==> src/include/slave_ctrl_params.svh <==
/*
 * Register indices, field positions, reset values and codes of the
 * three-address slave control block.
 * Assumes inclusion by its bare name from a design or bench file.
 */
`ifndef SLAVE_CTRL_PARAMS_SVH
`define SLAVE_CTRL_PARAMS_SVH

// Register indices on the plain register port
`define REG_CR1 3'h0
`define REG_CR2 3'h1
`define REG_STAT 3'h2
`define REG_COUNT 3'h3
`define REG_CA1 3'h4
`define REG_CA2 3'h5
`define REG_CA3 3'h6

// Reset value of every register
`define REG_RESET 8'h00

// Fields of slave_page_irq_control
`define PAGE_HI 7
`define PAGE_LO 6
`define ERR_EN_BIT 4
`define RD3_EN_BIT 3
`define RD12_EN_BIT 2
`define WR3_EN_BIT 1
`define WR12_EN_BIT 0
`define CR1_MASK 8'hDF

// Fields of slave_enable_protect_control
`define WP2_BIT 4
`define WP1_BIT 3
`define ON_BIT 2
`define LOCK_BIT 1
`define WORD_BIT 0

// Fields of the status register
`define NACK_BIT 7
`define MISPLACED_CONDITION_ERROR_BIT 6
`define WF3_BIT 5
`define WF2_BIT 4
`define WF1_BIT 3
`define RF3_BIT 2
`define RF2_BIT 1
`define RF1_BIT 0

// Page length codes and buffer masks
`define PAGE_8 2'h0
`define PAGE_16 2'h1
`define PAGE_FULL 2'h2
`define KEEP_PAGE_8 8'hF8
`define KEEP_PAGE_16 8'hF0
`define SLAVE3_MASK 8'h7F

`endif

==> src/include/slave_ctrl_pkg.sv <==
/*
 * Types shared by the slave control block and its bench.
 * Assumes nothing beyond a SystemVerilog compiler.
 */
package slave_ctrl_pkg;

    // Bus state seen from the start and stop conditions
    typedef enum logic [2:0] {
        LINK_IDLE = 3'b001,
        LINK_ADDR = 3'b010,
        LINK_DATA = 3'b100
    } link_state_e;

    // Slave selected by the address byte
    typedef enum logic [1:0] {
        SLV_NONE = 2'h0,
        SLV_1 = 2'h1,
        SLV_2 = 2'h2,
        SLV_3 = 2'h3
    } slave_id_e;

endpackage

==> src/verilog/slave_ctrl.sv <==
/*
 * Control, event flag, interrupt and low-power logic of a three-address
 * slave with page wrap and write protection of the slave 1 and 2 RAM buffers.
 * Assumes a transfer engine on sys_clk that matches addresses, shifts
 * bytes and reports them here; a power controller drives cpu_halt.
 */
//
// Contract
// - In wait mode the interface works and enabled interrupts reach the CPU.
// - In halt modes registers freeze, interface idles, nothing is acknowledged.
// - Interface resumes after halt wake-up; its own events never wake it.
// - Read and write event interrupts rise only after stop or repeated start.
// - Slaves 1 and 2 share write enable and line; slave 3 separate.
// - Enabled bus or nack error raises line 1 or 2 by slave.
// - Enable bits 3..0 gate read3, read12, write3, write12 interrupts.
// - Page field 7:6 selects 8, 16 or full buffer bytes.
// - Clearing interface enable zeroes page field, interrupt enables, protect bits.
// - Protect bits block master writes to that slave's buffer only.
// - Protected write still acknowledges address and data, loads address.
// - Protected write still increments current address and byte count.
// - Protected write raises no interrupt and sets no lockout flag.
// - Bit 2 of second control register enables the interface.
// - First enabling write sets only enable bit; second write takes rest.
// - Stop or restart after a write sets lockout, suspending the interface.
// - Lockout still set at next address means no acknowledge.
// - Only writing zero or disabling clears lockout; writing one leaves it unchanged.
// - Word mode holds off buffer access; hardware clears it when done.
// - Read and write flags clear on idle status read or disable.
// - Page write wraps the current address within the configured page.
`include "slave_ctrl_params.svh"

module slave_ctrl
    import slave_ctrl_pkg::*;
(
    input wire logic sys_clk,
    input wire logic resetn,
    input wire logic clk_en,
    input wire logic cpu_halt,
    input wire logic scl_pin,
    input wire logic sda_pin,
    input wire logic [2:0] reg_addr,
    input wire logic [7:0] reg_wdata,
    input wire logic reg_wr,
    input wire logic reg_rd,
    output logic [7:0] reg_rdata,
    input wire logic addr_seen,
    input wire logic [1:0] addr_slave,
    input wire logic addr_read,
    input wire logic byte_addr_load,
    input wire logic [7:0] byte_addr,
    input wire logic byte_done,
    input wire logic bus_error,
    input wire logic nack_error,
    input wire logic word_done,
    output logic ack_enable,
    output logic ram_write_allow,
    output logic dma_hold,
    output logic [7:0] ram_addr,
    output logic bus_busy,
    output logic irq_line1,
    output logic irq_line2
);
    logic run;
    logic scl_s;
    logic sda_s;
    logic sda_prev_q;
    logic start_det;
    logic stop_det;
    link_state_e state_q;
    slave_id_e slave_q;
    logic read_q;
    logic [7:0] cr1_q;
    logic on_q;
    logic wp1_q;
    logic wp2_q;
    logic lock_q;
    logic word_q;
    logic [7:0] stat_q;
    logic err_l2_q;
    logic [7:0] ca_q [3];
    logic [7:0] count_q;
    logic prot;
    logic finish;
    logic cr1_wr;
    logic cr2_wr;
    logic stat_rd;
    logic addr_take;
    logic [1:0] ca_idx;
    logic [7:0] ca_nxt;

    // Next buffer address: page wrap on writes, full rollover otherwise
    function automatic logic [7:0] next_addr(input logic [7:0] a, input logic [1:0] sel,
                                             input logic s3, input logic rd);
        logic [7:0] keep;
        logic [7:0] r;
        keep = 8'h00;
        if (!rd && sel == `PAGE_8) begin
            keep = `KEEP_PAGE_8;
        end else if (!rd && sel == `PAGE_16) begin
            keep = `KEEP_PAGE_16;
        end
        // Codes 10 and 11 both keep no bits, the full buffer
        r = (a & keep) | (8'(a + 8'h01) & ~keep);
        if (s3) begin
            r = r & `SLAVE3_MASK;
        end
        return r;
    endfunction

    // State advances only while clocked and not halted
    assign run = clk_en && !cpu_halt;

    pin_sync3 u_scl_sync (
        .sys_clk(sys_clk),
        .resetn(resetn),
        .clk_en(clk_en),
        .pin(scl_pin),
        .level(scl_s)
    );

    pin_sync3 u_sda_sync (
        .sys_clk(sys_clk),
        .resetn(resetn),
        .clk_en(clk_en),
        .pin(sda_pin),
        .level(sda_s)
    );

    // Previous data level for condition detection
    always_ff @(posedge sys_clk) begin
        if (!resetn) begin
            sda_prev_q <= 1'b1;
        end else if (clk_en) begin
            sda_prev_q <= sda_s;
        end
    end

    // Start and stop conditions: data moves while clock is high
    assign start_det = run && scl_s && sda_prev_q && !sda_s;
    assign stop_det = run && scl_s && !sda_prev_q && sda_s;

    // Register port decode
    assign cr1_wr = run && reg_wr && reg_addr == `REG_CR1;
    assign cr2_wr = run && reg_wr && reg_addr == `REG_CR2;
    assign stat_rd = run && reg_rd && reg_addr == `REG_STAT;

    // Acknowledge only when enabled, awake and not locked out
    assign ack_enable = on_q && !cpu_halt && !lock_q;
    assign addr_take = run && addr_seen && ack_enable && state_q == LINK_ADDR
                       && addr_slave != SLV_NONE;

    // Protection applies to master writes into slaves 1 and 2 only
    assign prot = !read_q && ((slave_q == SLV_1 && wp1_q) || (slave_q == SLV_2 && wp2_q));

    // A transfer ends on stop or repeated start
    assign finish = (start_det || stop_det) && state_q == LINK_DATA;

    // Buffer writes are dropped when protected or during a word update
    assign ram_write_allow = on_q && !cpu_halt && state_q == LINK_DATA && !read_q
                             && !prot && !word_q;
    assign dma_hold = word_q;
    assign bus_busy = state_q != LINK_IDLE;

    // Bus state tracking
    always_ff @(posedge sys_clk) begin
        if (!resetn) begin
            state_q <= LINK_IDLE;
        end else if (run) begin
            unique case (state_q)
                LINK_IDLE: begin
                    if (start_det) begin
                        state_q <= LINK_ADDR;
                    end
                end
                LINK_ADDR: begin
                    if (stop_det) begin
                        state_q <= LINK_IDLE;
                    end else if (addr_take) begin
                        state_q <= LINK_DATA;
                    end
                end
                LINK_DATA: begin
                    if (stop_det) begin
                        state_q <= LINK_IDLE;
                    end else if (start_det) begin
                        state_q <= LINK_ADDR;
                    end
                end
                default: begin
                    state_q <= LINK_IDLE;
                end
            endcase
        end
    end

    // Selected slave and direction of the current transfer
    always_ff @(posedge sys_clk) begin
        if (!resetn) begin
            slave_q <= SLV_NONE;
            read_q <= 1'b0;
        end else if (addr_take) begin
            slave_q <= slave_id_e'(addr_slave);
            read_q <= addr_read;
        end
    end

    // First control register; zero while the interface is off
    always_ff @(posedge sys_clk) begin
        if (!resetn) begin
            cr1_q <= `REG_RESET;
        end else if (run) begin
            if (!on_q) begin
                cr1_q <= `REG_RESET;
            end else if (cr1_wr) begin
                cr1_q <= reg_wdata & `CR1_MASK;
            end
        end
    end

    // Interface enable; a write while off sets only this bit
    always_ff @(posedge sys_clk) begin
        if (!resetn) begin
            on_q <= 1'b0;
        end else if (cr2_wr) begin
            on_q <= reg_wdata[`ON_BIT];
        end
    end

    // Protect bits, taken only on a write made while already on
    always_ff @(posedge sys_clk) begin
        if (!resetn) begin
            wp1_q <= 1'b0;
            wp2_q <= 1'b0;
        end else if (run) begin
            if (!on_q) begin
                wp1_q <= 1'b0;
                wp2_q <= 1'b0;
            end else if (cr2_wr) begin
                wp1_q <= reg_wdata[`WP1_BIT];
                wp2_q <= reg_wdata[`WP2_BIT];
            end
        end
    end

    // Write lockout: set after an unprotected write, cleared by writing 0
    always_ff @(posedge sys_clk) begin
        if (!resetn) begin
            lock_q <= 1'b0;
        end else if (run) begin
            if (!on_q) begin
                lock_q <= 1'b0;
            end else if (finish && !read_q && !prot) begin
                lock_q <= 1'b1;
            end else if (cr2_wr && !reg_wdata[`LOCK_BIT]) begin
                lock_q <= 1'b0;
            end
        end
    end

    // Word mode: set by software, cleared when the word update completes
    always_ff @(posedge sys_clk) begin
        if (!resetn) begin
            word_q <= 1'b0;
        end else if (run) begin
            if (!on_q) begin
                word_q <= 1'b0;
            end else if (cr2_wr && reg_wdata[`WORD_BIT]) begin
                word_q <= 1'b1;
            end else if (word_done) begin
                word_q <= 1'b0;
            end
        end
    end

    // Event flags: set at transfer end, setting wins over clearing
    always_ff @(posedge sys_clk) begin
        if (!resetn) begin
            stat_q <= `REG_RESET;
        end else if (run) begin
            if (!on_q) begin
                stat_q <= `REG_RESET;
            end else begin
                if (stat_rd) begin
                    stat_q[`NACK_BIT] <= 1'b0;
                    stat_q[`MISPLACED_CONDITION_ERROR_BIT] <= 1'b0;
                end
                if (stat_rd && state_q == LINK_IDLE) begin
                    stat_q[`WF3_BIT:`RF1_BIT] <= 6'h00;
                end
                if (finish && read_q) begin
                    stat_q[`RF1_BIT + slave_q - 1] <= 1'b1;
                end
                if (finish && !read_q && !prot) begin
                    stat_q[`WF1_BIT + slave_q - 1] <= 1'b1;
                end
                if (bus_error) begin
                    stat_q[`MISPLACED_CONDITION_ERROR_BIT] <= 1'b1;
                end
                if (nack_error) begin
                    stat_q[`NACK_BIT] <= 1'b1;
                end
            end
        end
    end

    // Which line an error goes to follows the slave that saw it
    always_ff @(posedge sys_clk) begin
        if (!resetn) begin
            err_l2_q <= 1'b0;
        end else if (run && (bus_error || nack_error)) begin
            err_l2_q <= slave_q == SLV_3;
        end
    end

    // Current address of the active slave and its next value
    assign ca_idx = (slave_q == SLV_NONE) ? 2'h0 : 2'(slave_q - 2'h1);
    assign ca_nxt = next_addr(ca_q[ca_idx], cr1_q[`PAGE_HI:`PAGE_LO],
                              slave_q == SLV_3, read_q);

    // Current addresses; protected writes still load and advance
    always_ff @(posedge sys_clk) begin
        if (!resetn) begin
            for (int i = 0; i < 3; i++) begin
                ca_q[i] <= `REG_RESET;
            end
            ram_addr <= `REG_RESET;
        end else if (run) begin
            if (!on_q) begin
                for (int i = 0; i < 3; i++) begin
                    ca_q[i] <= `REG_RESET;
                end
            end else if (byte_addr_load && state_q == LINK_DATA) begin
                ca_q[ca_idx] <= (slave_q == SLV_3) ? (byte_addr & `SLAVE3_MASK)
                                                   : byte_addr;
                ram_addr <= (slave_q == SLV_3) ? (byte_addr & `SLAVE3_MASK) : byte_addr;
            end else if (byte_done && state_q == LINK_DATA) begin
                ca_q[ca_idx] <= ca_nxt;
                ram_addr <= ca_nxt;
            end
        end
    end

    // Byte count: restarts with each address, counts every byte
    always_ff @(posedge sys_clk) begin
        if (!resetn) begin
            count_q <= `REG_RESET;
        end else if (run) begin
            if (!on_q || addr_take) begin
                count_q <= `REG_RESET;
            end else if (byte_done && state_q == LINK_DATA) begin
                count_q <= 8'(count_q + 8'h01);
            end
        end
    end

    // Read data, valid in the cycle after the read strobe
    always_ff @(posedge sys_clk) begin
        if (!resetn) begin
            reg_rdata <= `REG_RESET;
        end else if (clk_en && reg_rd) begin
            unique case (reg_addr)
                `REG_CR1: reg_rdata <= cr1_q;
                `REG_CR2: reg_rdata <= {3'h0, wp2_q, wp1_q, on_q, lock_q, word_q};
                `REG_STAT: reg_rdata <= stat_q;
                `REG_COUNT: reg_rdata <= count_q;
                `REG_CA1: reg_rdata <= ca_q[0];
                `REG_CA2: reg_rdata <= ca_q[1];
                `REG_CA3: reg_rdata <= ca_q[2];
                default: reg_rdata <= `REG_RESET;
            endcase
        end
    end

    // Interrupt levels; flags are frozen in halt so they wake nothing new
    always_ff @(posedge sys_clk) begin
        if (!resetn) begin
            irq_line1 <= 1'b0;
            irq_line2 <= 1'b0;
        end else if (clk_en) begin
            irq_line1 <= ((stat_q[`WF1_BIT] || stat_q[`WF2_BIT]) && cr1_q[`WR12_EN_BIT])
                || ((stat_q[`RF1_BIT] || stat_q[`RF2_BIT]) && cr1_q[`RD12_EN_BIT])
                || ((stat_q[`MISPLACED_CONDITION_ERROR_BIT] || stat_q[`NACK_BIT]) && cr1_q[`ERR_EN_BIT]
                    && !err_l2_q);
            irq_line2 <= (stat_q[`WF3_BIT] && cr1_q[`WR3_EN_BIT])
                || (stat_q[`RF3_BIT] && cr1_q[`RD3_EN_BIT])
                || ((stat_q[`MISPLACED_CONDITION_ERROR_BIT] || stat_q[`NACK_BIT]) && cr1_q[`ERR_EN_BIT]
                    && err_l2_q);
        end
    end
endmodule

==> src/verilog/pin_sync3.sv <==
/*
 * Three-stage synchroniser for one pin; the output follows once the
 * second and third stages agree.
 * Assumes an asynchronous pin and a clock enable that freezes state.
 */
module pin_sync3 (
    input wire logic sys_clk,
    input wire logic resetn,
    input wire logic clk_en,
    input wire logic pin,
    output logic level
);
    logic s1_q;
    logic s2_q;
    logic s3_q;

    // Three flip-flop chain; only the second stage reads the first
    always_ff @(posedge sys_clk) begin
        if (!resetn) begin
            s1_q <= 1'b1;
            s2_q <= 1'b1;
            s3_q <= 1'b1;
        end else if (clk_en) begin
            s1_q <= pin;
            s2_q <= s1_q;
            s3_q <= s2_q;
        end
    end

    // Accept a new level only when two stages agree
    always_ff @(posedge sys_clk) begin
        if (!resetn) begin
            level <= 1'b1;
        end else if (clk_en && (s2_q == s3_q)) begin
            level <= s3_q;
        end
    end
endmodule

==> config.mk <==
export PLATFORM = sky130hd
export DESIGN_NAME = slave_ctrl
export DESIGN_NICKNAME = d
export VERILOG_FILES = /design/src/include/slave_ctrl_pkg.sv /design/src/verilog/slave_ctrl.sv /design/src/verilog/pin_sync3.sv
export VERILOG_INCLUDE_DIRS = /design/src /design/src/include
export SDC_FILE = /design/constraint.sdc
export NUM_CORES = 1
export LEC_CHECK = 0
export BUFFER_PORTS_ARGS = -buffer_cell sky130_fd_sc_hd__buf_4
export CAP_MARGIN = 10
export CORE_ASPECT_RATIO = 0.5
export CORE_UTILIZATION = 45
export DETAILED_ROUTE_END_ITERATION = 10
export GPL_ROUTABILITY_DRIVEN = 0
export PLACE_DENSITY = 0.73
export SLEW_MARGIN = 10
export SYNTH_ARGS = -nofsm -noshare
export SYNTH_HDL_FRONTEND = slang
export SYNTH_HIERARCHICAL = 1
export SYNTH_SLANG_ARGS = --single-unit
==> constraint.sdc <==
create_clock -name sys_clk -period 5.82 [get_ports sys_clk]
set_clock_uncertainty 0.05 [all_clocks]
set_input_delay 0.873 -clock sys_clk [delete_from_list [all_inputs] [get_ports sys_clk]]
set_output_delay 0.873 -clock sys_clk [all_outputs]
set_load 0.05 [all_outputs]
==> key figures <==
Global routing
  – M1 GR Usage: 34.87%
  – GRT Util Overall: 23.19%
  – Number of global-route vias before repair: 3751
  – Largest net degree at the start of global routing: 38
  – Initial antenna violation count: 0
  – First-pass GRT wire length: 20170 µm
  – Met3 GRT Util: 5.090%
  – GR met2 Demand/Resource: 33.13%
  – Busiest layer in global routing: met1
  – Congestion Overflow GR: 0

Pwr
  – Leakage Power: 2.122 nW
  – P per Cell Area: 246.6 nW/µm²
  – Max rail drop VDD: 0.1288 mV
  – Power, Total: 1.424 mW

Critical path
  – Startpoint types: flip-flop
  – Reg2reg start: on_q$_SDFFE_PN0N_
  – Max stage delay cell, worst path: a221oi_1
  – Critical-path maximum fanout: 13
  – CP Cell Sequence: inv_1 > ha_1 > a221oi_1 > nand2_1 > nor4_1 > buf_4
  – Data required, critical path: 4.90 ns
  – Crit-path max cell delay: 0.67 ns
  – Crit path capture type: output port
  – Crit path from: slave_q[0]$_SDFFE_PN0P_
  – Crit Path Category: flip-flop to output port
  – Reg2reg path depth: 4
  – Worst path arrival time: 2.76 ns

Routing
  – Final wirelength: 12990 µm
  – Post-DRT Antenna Nets: 0
  – Vias per cell: 6.116
  – Routed length per instance: 19.04 µm
  – Router iterations before antenna repair: 6
  – Initial drt markers: 389
  – Vias: 4171
  – DR DRC count: 0

Layout
  – Finished Cell Area: 5773 µm²
  – ANT cells: 0
  – Final cell count without fillers: 682
  – Register area: 2202 µm²
  – Layout area overhead: 16.08%
  – Fillers: 902
  – Area occupied by multi-input gates: 2616 µm²
  – Nets@finish: 582
  – Share of post-route cells with drive strength above 1: 21.22%

Die
  – Total core area: 10480 µm²
  – # rows: 26
  – Die area: 11500 µm²
  – Initial Utilization: 47.48%
  – Die Width: 150.7 µm
  – Boundary pin count: 58
  – Die height: 76.34 µm

Synthesis
  – Post-synth top cells: 62 x dfxtp_1, 58 x nor2_1, 42 x nand2_1
  – Top-area cell type share of the netlist area: 24.96%
  – Synth async-reset ratio: 0%
  – Syn Nets: 539
  – Synth Flop Type: dfxtp_1
  – Area leader, netlist: dfxtp_1
  – Syn Area/Cell: 10.07 µm²
  – Synth top area cells: dfxtp_1 25%, edfxtp_1 19%, mux2i_1 4.4%
  – Synthesized area: 4974 µm²
  – Flops & latches, synth: 94
  – Yosys warning total: 6
  – Top-count cell post-synth: dfxtp_1
  – Cells after Synth: 494
  – Post-synth EDFFs: 32
  – Cell variety after synth: 68
  – Seq/Total Area, Yosys: 44.28%

Placed design
  – Port bufs: 56
  – Placed Area: 5459 µm²
  – Pre-CTS WS: 2.164 ns
  – Post-DP HPWL: 9448 µm
  – Placed insts: 666

Timing
  – Setup TNS: 0 ns
  – Worst setup margin: 2.133 ns
  – Tcrit/Tclk final: 63.36%
  – Final setup fails: 0
  – Final Slew Violations: 0
  – Max transition margin: 37.28%
  – Minimum clock period: 3.687 ns
  – Fmax: 0.2712 GHz
  – Unrepaired setup endpoints after global routing: false
  – Final Hold Fails: 0
  – Worst slew pin tran: 0.9338 ns

Run
  – Max Cap Viol: 0

Clocking
  – Cts hold-fix bufs: 0
  – CTS H-tree lvls: 3
  – CTS buffer count: 9
  – Clk Latency, worst-skew pair: 0.34 ns
  – Clock tree root buffer cell: clkbuf_16
  – Max clock buf depth: 2
  – Setup repair bufs after CTS: 0
  – CTS sink count: 94
  – Cts repair resizes: 0
  – Clk slew on worst S/H paths: 0.07 ns
  – CTS tree: done

Worst hold path
  – Hold path startpoint: ram_addr[0]$_SDFFE_PN0P_
  – Hold Path Cell Cnt: 2
  – Class of the worst hold path: flip-flop to flip-flop

Outcome
  – Status: finished clean
[report_power, final]
group	total (mW)	internal, mW	switching (mW)	leakage, nW
Sequential	0.697	0.689	0.00840	0.833
Clock	0.620	0.371	0.249	0.151
Combinational	0.107	0.0412	0.0661	1.14
[sequential cells by signal, indices dropped and copies added, names as in the netlist, 2 cells and up]
signal and cells:
slave_q 2, cr1_q 7, ram_addr 8, stat_q 8, ca_q 32, state_q 3, count_q 8, reg_rdata 8
[kinds of logic after synthesis]
group	after synthesis	share of synthesized area (%)
AND/OR/NAND/NOR	162	16.78
AO/OA/AOI/OAI	133	18.14
flip-flops	94	44.28
multiplexers	49	13.48
buffers and inverters	36	3.119
XOR/XNOR	11	1.937
adder cells (fa/ha/maj)	9	2.264
[worst max-delay path, delay by kind of cell (launching register included)]
family                   cells  cell delay (ns)
adder cells (fa/ha/maj)      1             0.47
AO/OA/AOI/OAI                1             0.67
buffers and inverters        2             0.38
AND/OR/NAND/NOR              2             0.45
flip-flops                   1             0.45
[layer usage]
| layer | part of all wire, % | wire length [µm] |
|---|---|---|
| met3 | 8.7 | 1131 |
| met4 | 1.3 | 167 |
| met5 | 0 | 0 |
| met2 | 43 | 5546 |
| met1 | 47 | 6141 |
[cells in the final DEF, fill, tap and decap left out, types with 10 or more instances in the layout]
cell type and instances:
o21ai_0 19, xnor2_1 10, buf_4 56, inv_1 11, clkbuf_16 10, mux2_2 15, edfxtp_1 32, a22oi_1 27
nand2_1 42, a21oi_1 34, mux2i_1 22, dfxtp_1 62, nor2_1 58
[stage by stage]
stage / utilization [%] / hold slack [ns]
CTS: 55.11 / 0.4082
global route: 55.11 / 0.4297
finish: 55.11 / 0.4063
detailed placement: 52.11 / 0.3991
floorplan: - / 0.3863
global placement: 52.11 / 0.3925
[final cells by class]
cell class | instances | area share [%]
flip-flops and latches | 94 | 38.14
well taps | 140 | 3.034
multi-input cells | 364 | 45.32
inverters | 12 | 0.7802
repair buffers | 56 | 7.282
clock inverters | 3 | 0.7369
clock buffers | 13 | 4.703
[worst paths after layout]
check / slack, ns / to
worst max-delay path: 2.13 / ram_write_allow
worst min-delay path: 0.41 / ram_addr[0]$_SDFFE_PN0P_
worst max register to register: 2.49 / ca_q[3][2]$_DFFE_PP_
worst min register to register: 0.41 / ram_addr[0]$_SDFFE_PN0P_
Power figures use the tool's default switching activity.
